### src/verilog/remote_local_pkg.sv
package remote_local_pkg;

    // ------------------------------------------------------------
    // event status register layout
    // ------------------------------------------------------------
    localparam int          OPC_BIT           = 0;
    localparam int          QUERY_ERR_BIT     = 2;
    localparam int          EXEC_ERR_BIT      = 4;
    localparam int          CMD_ERR_BIT       = 5;
    localparam int          USER_REQ_BIT      = 6;
    localparam int          PON_BIT           = 7;
    localparam logic [7:0]  ESR_RESET         = 8'h80;
    localparam logic [7:0]  MASK_RESET        = 8'h00;

    // ------------------------------------------------------------
    // status byte layout
    // ------------------------------------------------------------
    localparam int          ESB_BIT           = 5;
    localparam int          RQS_BIT           = 6;

    // ------------------------------------------------------------
    // number parser limits
    // ------------------------------------------------------------
    localparam int          MAX_NUM_CHARS     = 30;
    localparam int          NUM_VALUE_W       = 32;
    localparam logic [31:0] MASK_MAX          = 32'h000000FF;

    // ------------------------------------------------------------
    // date and time ranges
    // ------------------------------------------------------------
    localparam logic [7:0]  DAY_MIN           = 8'h01;
    localparam logic [7:0]  DAY_MAX           = 8'h1F;
    localparam logic [7:0]  MONTH_MIN         = 8'h01;
    localparam logic [7:0]  MONTH_MAX         = 8'h0C;
    localparam logic [7:0]  HOUR_MAX          = 8'h17;
    localparam logic [7:0]  MIN_SEC_MAX       = 8'h3B;

    // ------------------------------------------------------------
    // enumerations
    // ------------------------------------------------------------
    typedef enum logic [1:0] {
        ST_LOCAL        = 2'b00,
        ST_REMOTE       = 2'b01,
        ST_LOCAL_LOCK   = 2'b10,
        ST_REMOTE_LOCK  = 2'b11
    } rl_state_type;

    typedef enum logic [2:0] {
        FLD_NONE   = 3'b000,
        FLD_DAY    = 3'b001,
        FLD_MONTH  = 3'b010,
        FLD_HOUR   = 3'b011,
        FLD_MINSEC = 3'b100,
        FLD_MASK   = 3'b101
    } field_type;

    typedef enum logic [2:0] {
        NP_IDLE  = 3'b000,
        NP_SIGN  = 3'b001,
        NP_INT   = 3'b010,
        NP_FRAC  = 3'b011,
        NP_EXP   = 3'b100,
        NP_EXPSG = 3'b101,
        NP_EXPD  = 3'b110,
        NP_BAD   = 3'b111
    } np_state_type;

endpackage

### src/verilog/remote_local_status_control.sv
// Notes on behaviour
// - numeric parameters longer than 30 characters are rejected.
// - in local, queries run; state-changing commands dropped silently.
// - in local-lockout a remote command goes to remote-lockout.
// - local goes remote on listen address with REN, or serial remote.
// - remote ignores keys but Escape; Escape, GTL, serial local give local.
// - remote-lockout: Escape ignored; GTL to local-lockout; REN falling or local to local.
// - LLO with REN or serial lockout: local to local-lockout, remote to remote-lockout.
// - local never jumps straight to remote-lockout.
// - missing or bad number sets command error; serial gets unrecognised reply.
// - out-of-range number sets execution error; serial gets invalid reply.
// - clear-status clears event flags and resets operation-complete logic.
// - summary bit set when event register AND mask is non-zero.
// - mask write accepts 0 to 255 only; mask is zero after reset.
// - mask query returns current mask in 0 to 255.
// - reading the event register returns it and clears it.
// - day 1-31, month 1-12, hour 0-23, minute and second 0-59.
// - keywords match case-blind with at least the upper-case letters.
// - event register bits: command error 5, execution error 4, opc 0, power-on 7.
// - status byte: summary bit 5, request-service bit 6.
`timescale 1ns/1ps
`default_nettype none
module remote_local_status_control
    import remote_local_pkg::*;
(
    input  wire logic                   clock,
    input  wire logic                   rstn,
    // interface messages, one-cycle pulses except ren
    input  wire logic                   ren,
    input  wire logic                   listen_addressed,
    input  wire logic                   llo_msg,
    input  wire logic                   gtl_msg,
    // serial commands, one-cycle pulses
    input  wire logic                   serial_remote_cmd,
    input  wire logic                   serial_local_cmd,
    input  wire logic                   serial_lockout_cmd,
    // front panel
    input  wire logic                   key_press,
    input  wire logic                   key_is_escape,
    output logic                        key_accept,
    // decoded command from the keyword matcher
    input  wire logic                   cmd_valid,
    input  wire logic                   cmd_changes_state,
    input  wire logic                   cmd_from_serial,
    input  wire logic                   cmd_keyword_ok,
    input  wire logic                   clear_status_command,
    input  wire logic                   mask_write,
    input  wire logic                   mask_query,
    input  wire logic                   esr_query,
    input  wire logic                   opc_command,
    input  wire logic                   query_error,
    input  wire logic [2:0]             param_field,
    // numeric parameter characters
    input  wire logic                   num_start,
    input  wire logic                   num_valid,
    input  wire logic [7:0]             num_char,
    input  wire logic                   num_last,
    input  wire logic                   num_missing,
    // results
    output logic                        cmd_execute,
    output logic                        cmd_discard,
    output logic                        param_valid,
    output logic [NUM_VALUE_W-1:0]      param_value,
    output logic                        reply_unrecognised,
    output logic                        reply_invalid,
    output logic                        query_valid,
    output logic [7:0]                  query_data,
    output logic [7:0]                  event_status_reg,
    output logic [7:0]                  event_enable_mask,
    output logic [7:0]                  status_byte,
    output logic                        opc_idle,
    output logic [1:0]                  remote_state
);
    // ------------------------------------------------------------
    // remote / local state machine
    // ------------------------------------------------------------
    rl_state_type  rl_reg;
    rl_state_type  rl_next;
    logic          go_remote;
    logic          go_lock;
    logic          ren_reg;

    assign go_remote = (ren && listen_addressed) || serial_remote_cmd;
    assign go_lock   = (ren && llo_msg) || serial_lockout_cmd;

    always_comb begin
        rl_next = rl_reg;
        case (rl_reg)
            ST_LOCAL: begin
                // lockout takes priority so both together never skip to remote-lockout
                if (go_lock)
                    rl_next = ST_LOCAL_LOCK;
                else if (go_remote)
                    rl_next = ST_REMOTE;
            end
            ST_REMOTE: begin
                if (ren_reg && !ren && !serial_remote_cmd && !go_lock)
                    rl_next = ST_LOCAL;
                else if (gtl_msg || serial_local_cmd || (key_press && key_is_escape))
                    rl_next = ST_LOCAL;
                else if (go_lock)
                    rl_next = ST_REMOTE_LOCK;
            end
            ST_LOCAL_LOCK: begin
                if (go_remote)
                    rl_next = ST_REMOTE_LOCK;
            end
            ST_REMOTE_LOCK: begin
                if ((ren_reg && !ren && !serial_lockout_cmd && !serial_remote_cmd) || serial_local_cmd)
                    rl_next = ST_LOCAL;
                else if (gtl_msg)
                    rl_next = ST_LOCAL_LOCK;
            end
            default: begin
                rl_next = ST_LOCAL;
            end
        endcase
    end

    always_ff @(posedge clock) begin
        ren_reg <= ren;
        if (!rstn)
            rl_reg <= ST_LOCAL;
        else
            rl_reg <= rl_next;
    end

    assign remote_state = rl_reg;
    // escape never passes in remote-lockout; it is consumed by the state change in remote
    assign key_accept = key_press && (rl_reg == ST_LOCAL || rl_reg == ST_LOCAL_LOCK);

    // ------------------------------------------------------------
    // command gating
    // ------------------------------------------------------------
    logic  in_local;
    assign in_local = (rl_reg == ST_LOCAL) || (rl_reg == ST_LOCAL_LOCK);

    always_ff @(posedge clock) begin
        if (!rstn) begin
            cmd_execute <= 1'b0;
            cmd_discard <= 1'b0;
        end else begin
            // keyword matching itself is done case-blind upstream and arrives as cmd_keyword_ok
            cmd_execute <= cmd_valid && cmd_keyword_ok && !(in_local && cmd_changes_state);
            cmd_discard <= cmd_valid && cmd_keyword_ok && in_local && cmd_changes_state;
        end
    end

    // ------------------------------------------------------------
    // numeric parameter checking
    // ------------------------------------------------------------
    logic                    np_done;
    logic                    np_ok;
    logic [NUM_VALUE_W-1:0]  np_value;
    logic                    np_int;
    logic                    in_range;
    logic [7:0]              v8;
    logic                    fits8;
    field_type               field;

    number_parser u_parser (
        .clock      (clock),
        .rstn       (rstn),
        .start      (num_start),
        .char_valid (num_valid),
        .char_data  (num_char),
        .char_last  (num_last),
        .done       (np_done),
        .ok         (np_ok),
        .value      (np_value),
        .is_integer (np_int)
    );

    assign field = field_type'(param_field);
    assign fits8 = np_value <= MASK_MAX;
    assign v8    = np_value[7:0];

    always_comb begin
        case (field)
            FLD_DAY:    in_range = fits8 && v8 >= DAY_MIN && v8 <= DAY_MAX;
            FLD_MONTH:  in_range = fits8 && v8 >= MONTH_MIN && v8 <= MONTH_MAX;
            FLD_HOUR:   in_range = fits8 && v8 <= HOUR_MAX;
            FLD_MINSEC: in_range = fits8 && v8 <= MIN_SEC_MAX;
            FLD_MASK:   in_range = fits8;
            default:    in_range = 1'b1;
        endcase
    end

    logic  bad_form;
    logic  bad_range;
    assign bad_form  = (np_done && !np_ok) || num_missing;
    // range-limited fields take integers only
    assign bad_range = np_done && np_ok && (!in_range || (field != FLD_NONE && !np_int));

    always_ff @(posedge clock) begin
        if (!rstn) begin
            param_valid        <= 1'b0;
            param_value        <= '0;
            reply_unrecognised <= 1'b0;
            reply_invalid      <= 1'b0;
        end else begin
            param_valid        <= np_done && np_ok && !bad_range;
            if (np_done)
                param_value <= np_value;
            reply_unrecognised <= bad_form && cmd_from_serial;
            reply_invalid      <= bad_range && cmd_from_serial;
        end
    end

    // ------------------------------------------------------------
    // event enable mask
    // ------------------------------------------------------------
    always_ff @(posedge clock) begin
        if (!rstn)
            event_enable_mask <= MASK_RESET;
        else if (mask_write && param_valid && field == FLD_MASK)
            event_enable_mask <= param_value[7:0];
    end

    // ------------------------------------------------------------
    // event status register
    // ------------------------------------------------------------
    logic [7:0]  esr_set;

    always_comb begin
        esr_set                = 8'h00;
        esr_set[CMD_ERR_BIT]   = bad_form;
        esr_set[EXEC_ERR_BIT]  = bad_range;
        esr_set[OPC_BIT]       = opc_command;
        esr_set[QUERY_ERR_BIT] = query_error;
        esr_set[USER_REQ_BIT]  = key_press;
    end

    always_ff @(posedge clock) begin
        if (!rstn)
            event_status_reg <= ESR_RESET;
        else if (clear_status_command || esr_query)
            event_status_reg <= esr_set;
        else
            event_status_reg <= event_status_reg | esr_set;
    end

    always_ff @(posedge clock) begin
        if (!rstn)
            opc_idle <= 1'b1;
        else if (clear_status_command)
            opc_idle <= 1'b1;
        else if (opc_command)
            opc_idle <= 1'b0;
    end

    // ------------------------------------------------------------
    // queries and status byte
    // ------------------------------------------------------------
    always_ff @(posedge clock) begin
        if (!rstn) begin
            query_valid <= 1'b0;
            query_data  <= 8'h00;
        end else begin
            query_valid <= mask_query || esr_query;
            if (esr_query)
                query_data <= event_status_reg;
            else if (mask_query)
                query_data <= event_enable_mask;
        end
    end

    always_ff @(posedge clock) begin
        if (!rstn)
            status_byte <= 8'h00;
        else begin
            status_byte          <= 8'h00;
            status_byte[ESB_BIT] <= |(event_status_reg & event_enable_mask);
            status_byte[RQS_BIT] <= 1'b0;
        end
    end
endmodule
`default_nettype wire

### src/verilog/number_parser.sv
`timescale 1ns/1ps
`default_nettype none
module number_parser
    import remote_local_pkg::*;
(
    input  wire logic                   clock,
    input  wire logic                   rstn,
    input  wire logic                   start,
    input  wire logic                   char_valid,
    input  wire logic [7:0]             char_data,
    input  wire logic                   char_last,
    output logic                        done,
    output logic                        ok,
    output logic [NUM_VALUE_W-1:0]      value,
    output logic                        is_integer
);
    // ------------------------------------------------------------
    // character scanner
    // ------------------------------------------------------------
    np_state_type              state_reg;
    np_state_type              state_next;
    logic [5:0]                count_reg;
    logic [NUM_VALUE_W-1:0]    acc_reg;
    logic                      digits_reg;
    logic                      int_reg;
    logic                      is_digit;
    logic [NUM_VALUE_W-1:0]    acc_next;

    assign is_digit = (char_data >= 8'h30) && (char_data <= 8'h39);
    assign acc_next = NUM_VALUE_W'(acc_reg * 32'h0000000A) + {24'h000000, char_data - 8'h30};

    always_comb begin
        state_next = state_reg;
        case (state_reg)
            NP_IDLE, NP_SIGN: begin
                if (is_digit)
                    state_next = NP_INT;
                else if (char_data == 8'h2E && state_reg == NP_IDLE)
                    state_next = NP_FRAC;
                else if ((char_data == 8'h2B || char_data == 8'h2D) && state_reg == NP_IDLE)
                    state_next = NP_SIGN;
                else
                    state_next = NP_BAD;
            end
            NP_INT, NP_FRAC: begin
                if (is_digit)
                    state_next = state_reg;
                else if (char_data == 8'h2E && state_reg == NP_INT)
                    state_next = NP_FRAC;
                else if ((char_data == 8'h45 || char_data == 8'h65) && digits_reg)
                    state_next = NP_EXP;
                else
                    state_next = NP_BAD;
            end
            NP_EXP: begin
                if (is_digit)
                    state_next = NP_EXPD;
                else if (char_data == 8'h2B || char_data == 8'h2D)
                    state_next = NP_EXPSG;
                else
                    state_next = NP_BAD;
            end
            NP_EXPSG, NP_EXPD: begin
                state_next = is_digit ? NP_EXPD : NP_BAD;
            end
            NP_BAD: begin
                state_next = NP_BAD;
            end
            default: begin
                state_next = NP_BAD;
            end
        endcase
    end

    always_ff @(posedge clock) begin
        if (!rstn || start) begin
            state_reg  <= NP_IDLE;
            count_reg  <= 6'h00;
            acc_reg    <= '0;
            digits_reg <= 1'b0;
            int_reg    <= 1'b1;
        end else if (char_valid) begin
            state_reg <= state_next;
            if (count_reg == 6'(MAX_NUM_CHARS))
                state_reg <= NP_BAD;
            else
                count_reg <= count_reg + 6'h01;
            if (is_digit && (state_reg == NP_IDLE || state_reg == NP_SIGN || state_reg == NP_INT)) begin
                acc_reg    <= acc_next;
                digits_reg <= 1'b1;
            end else if (is_digit && state_reg == NP_FRAC) begin
                digits_reg <= 1'b1;
            end
            if (state_next != NP_INT && state_next != NP_IDLE)
                int_reg <= 1'b0;
        end
    end

    // ------------------------------------------------------------
    // result
    // ------------------------------------------------------------
    always_ff @(posedge clock) begin
        if (!rstn) begin
            done       <= 1'b0;
            ok         <= 1'b0;
            value      <= '0;
            is_integer <= 1'b0;
        end else begin
            done <= char_valid && char_last && !start;
            if (char_valid && char_last && !start) begin
                // an exponent with no digits, or no mantissa digits, is malformed
                ok <= (state_next == NP_INT || state_next == NP_FRAC || state_next == NP_EXPD)
                      && (digits_reg || is_digit) && count_reg < 6'(MAX_NUM_CHARS);
                value      <= (state_next == NP_INT && is_digit) ? acc_next : acc_reg;
                is_integer <= int_reg && state_next == NP_INT;
            end
        end
    end
endmodule
`default_nettype wire

### config.mk
export PLATFORM = sky130hd
export DESIGN_NAME = remote_local_status_control
export DESIGN_NICKNAME = d
export VERILOG_FILES = /design/src/verilog/remote_local_pkg.sv /design/src/verilog/remote_local_status_control.sv /design/src/verilog/number_parser.sv
export SDC_FILE = /design/constraint.sdc
export NUM_CORES = 1
export LEC_CHECK = 0
export ABC_AREA = 1
export ABC_CLOCK_PERIOD_IN_PS = 5400
export BUFFER_PORTS_ARGS = -buffer_cell sky130_fd_sc_hd__buf_2
export CORE_MARGIN = 4
export CORE_UTILIZATION = 64
export CTS_CLUSTER_SIZE = 25
export DETAILED_ROUTE_END_ITERATION = 6
export HOLD_SLACK_MARGIN = 0.08
export PLACE_DENSITY = 0.86
export SYNTH_ARGS = -nofsm -noshare
export SYNTH_HDL_FRONTEND = slang
export SYNTH_SLANG_ARGS = --single-unit
### constraint.sdc
create_clock -name clock -period 5.4 [get_ports clock]
set_input_delay 0.27 -clock clock [delete_from_list [all_inputs] [get_ports clock]]
set_output_delay 0.27 -clock clock [all_outputs]
set_load 0.01 [all_outputs]
==> impl_metrics.csv <==
group,metric,value,unit
run_status,outcome,"completed",
setup_path,rrSetupSlack,1800,ps
synth,synth_edf_count,0,
setup_path,path_delay_family,"adder cells",
sta,min_period,3600,ps
setup_path,cp_data_arrival_time,3870,ps
floorplanning,start_util,0.649,
synth,yosys.area.top_type_share,0.304,
global_route,grt_pass1_vias,8653,
sta,fmax,0.278,GHz
placement,port_buffers,100,
global_route,antenna_found_initial,0,
synth,netlist-cell-type-count,50,
synth,muxShareOfSynthArea,0,
synth,synthSimpleGateAreaFrac,0.316,
floorplanning,dieArea,16700,um2
clock_network,tritoncts,"yes",
finish,drive_above_1_share,0.134,
setup_path,worstSetupPathType,"flip-flop to flip-flop",
drt,wl_per_cell,14.4,um
drt,vias,9478,
setup_path,crit_path_max_incr_delay,460,ps
sta,relSlewSlack,0.351,
clock_network,htree_num_levels,4,
drt,drc,0,
sta,final_hold_viol_count,0,
synth,synth-compound-area-share,0.158,
clock_network,clkTransAtPathRegs,60,ps
floorplanning,die_y,129,um
synth,postSynthCellCount,1427,
drt,finalWirelength,24600,um
clock_network,cts_sinks,143,
pwr,power.density,225,nW/um2
global_route,grt-ovfl-total,0,
drt,detailedRoute.firstPassIterationCount,6,
setup_path,worstPathCellList,"ha_1 > ha_1 > fa_1 > xor2_1 > ha_1 > nand2_1 > nor3_1 > nand2_1 > o211ai_1 > nand3_2 > inv_1 > nand2_2 > nor2_4 > nand2_1 > xor2_1 > nand2_1 > nand2_1 > a21oi_2",
synth,synth_seq_cells,143,
floorplanning,core-area,14500,um2
setup_path,path_buf_inv,1,
clock_network,cts_buffers,17,
finish,nets,1617,
sta,maxSlewViolCount,0,
drt,drt_iter0_markers,845,
synth,synthArstFlopShare,0,
sta,finalSetupTns,0,ps
synth,synth_seq_area_share,0.304,
sta,final-setup-viol-count,0,
setup_path,worst-path-max-fanout,5,
placement,place_hpwl,18600,um
pwr,peakVddDrop,0.258,mV
global_route,grt_pass1_wl,40300,um
min_path,hold_path.class,"input pin to flip-flop",
finish,nFillCells,1188,
setup_path,critPathCaptureType,"flip-flop",
floorplanning,rows,44,
sta,rsz0062_at_grt,"no",
floorplanning,die_w,129,um
setup_path,start_kind,"flip-flop",
clock_network,clock_path_buffers,2,
synth,yosys-top-cells-count,"nand2_1, inv_1, nor2_1",
synth,synthTopCellsByArea,"dfxtp_1, nand2_1, ha_1",
synth,synth.avg_cell_area,6.59,um2
synth,synth_top_family_by_area,"simple AND/OR/NAND/NOR gates",
setup_path,required,5670,ps
finish,area_growth,12.5,%
sta,tightest_slew,972,ps
sta,holdWs,109,ps
global_route,grt_usage,0.293,
clock_network,cts-root-buf,"clkbuf_16",
synth,ys.flop_type,"dfxtp_1",
finish,antenna_cells,0,
synth,yosysWarnings,0,
clock_network,clk_latency,410,ps
synth,yosysMostFrequentCell,"nand2_1",
clock_network,cts_resized,0,
synth,synthAdderAreaFrac,0.0934,
sta,min_period_over_period,0.667,
setup_path,critPathMostFrequentCell,"nand2_1",
synth,syn_area,9400,um2
global_route,grt_max_degree,57,
drt,antenna_left,0,
sta,clock_skew,12.4,ps
synth,yosysTopAreaCell,"dfxtp_1",
drt,routed_via_density,5.55,
floorplanning,io_pins,110,
pwr,cellLeakagePower,5.46,nW
run,maxCapViolCount,0,
placement,gp_congestion,0.926,
synth,synth_xor_area_frac,0.0242,
setup_path,cp_slowest_cell,"fa_1",
logic make-up (layout without fill, tap and decap cells):
kind of cell,after synthesis,in the layout
adder cells (fa/ha/maj),69,69
buffers and inverters,248,338
AND/OR/NAND/NOR,676,676
AO/OA/AOI/OAI,264,264
XOR/XNOR,26,26
flip-flops,143,143
other,1,9
worst min-delay path, cell delays in order:
cell and delay (ps):
buf_2 80, nor2_1 50, nor2_1 70
layout make-up:
| type | instances | area, um2 | area share |
|---|---|---|---|
| Inverter | 197 | 741 | 0.0700 |
| Sequential cell | 143 | 2860 | 0.271 |
| Tap cell | 184 | 230 | 0.0218 |
| Clock inverter | 14 | 119 | 0.0112 |
| Timing Repair Buffer | 109 | 578 | 0.0547 |
| Multi-Input combinational cell | 1044 | 5610 | 0.530 |
| Clock buffer | 18 | 439 | 0.0415 |
per-layer routing:
layer | global-route usage | vias to the layer above | part of all wire
li1 | - | 4796 | -
met1 | 0.400 | 4261 | 0.45
met2 | 0.478 | 370 | 0.45
met3 | 0.0441 | 51 | 0.078
met4 | 0.0920 | 0 | 0.021
met5 | 0 | - | 0
power breakdown:
| group | switching [mW] | internal [mW] |
|---|---|---|
| registers | 0.0195 | 1.08 |
| logic | 0.122 | 0.0665 |
| clock network | 0.449 | 0.644 |
| total | 0.591 | 1.79 |
placed cells by master, fill, tap and decap left out, types with 10 or more instances in the layout:
master,n
nand3_1,79
buf_2,100
a21oi_1,110
xor2_1,16
nand2_1,341
inv_1,185
o211ai_1,26
nor2_2,15
dfxtp_1,143
clkbuf_16,17
nand4_1,21
o21ai_0,93
nor2_1,152
ha_1,67
nand2_2,22
xnor2_1,10
metrics by stage:
stage / power (mW) / std cells / area, um2 / setup WS (ps) / util
floorplan: 1.24 / 1435 / 9430 / 2250 / -
global placement: 1.30 / 1673 / 9980 / 2040 / 0.689
detailed placement: 1.30 / 1673 / 9980 / 1890 / 0.689
CTS: 2.38 / 1709 / 10600 / 1840 / 0.730
global route: 2.46 / 1709 / 10600 / 1550 / 0.730
finish: 2.38 / 1709 / 10600 / 1800 / 0.730
repair_timing:
item                                   in CTS  in global routing
endpoints found under the hold margin       4                  0
buffers inserted                            0                  0
hold buffers                                4                  0
worst paths after layout:
check | start | end | cells past startpoint
min | num_missing | reply_unrecognised | 3
max reg2reg | u_parser.acc_reg[1] | u_parser.value[24] | 18
max | u_parser.acc_reg[1] | u_parser.value[24] | 18
min reg2reg | opc_idle | opc_idle | 1
No activity file was read; power rests on OpenSTA's default activity.
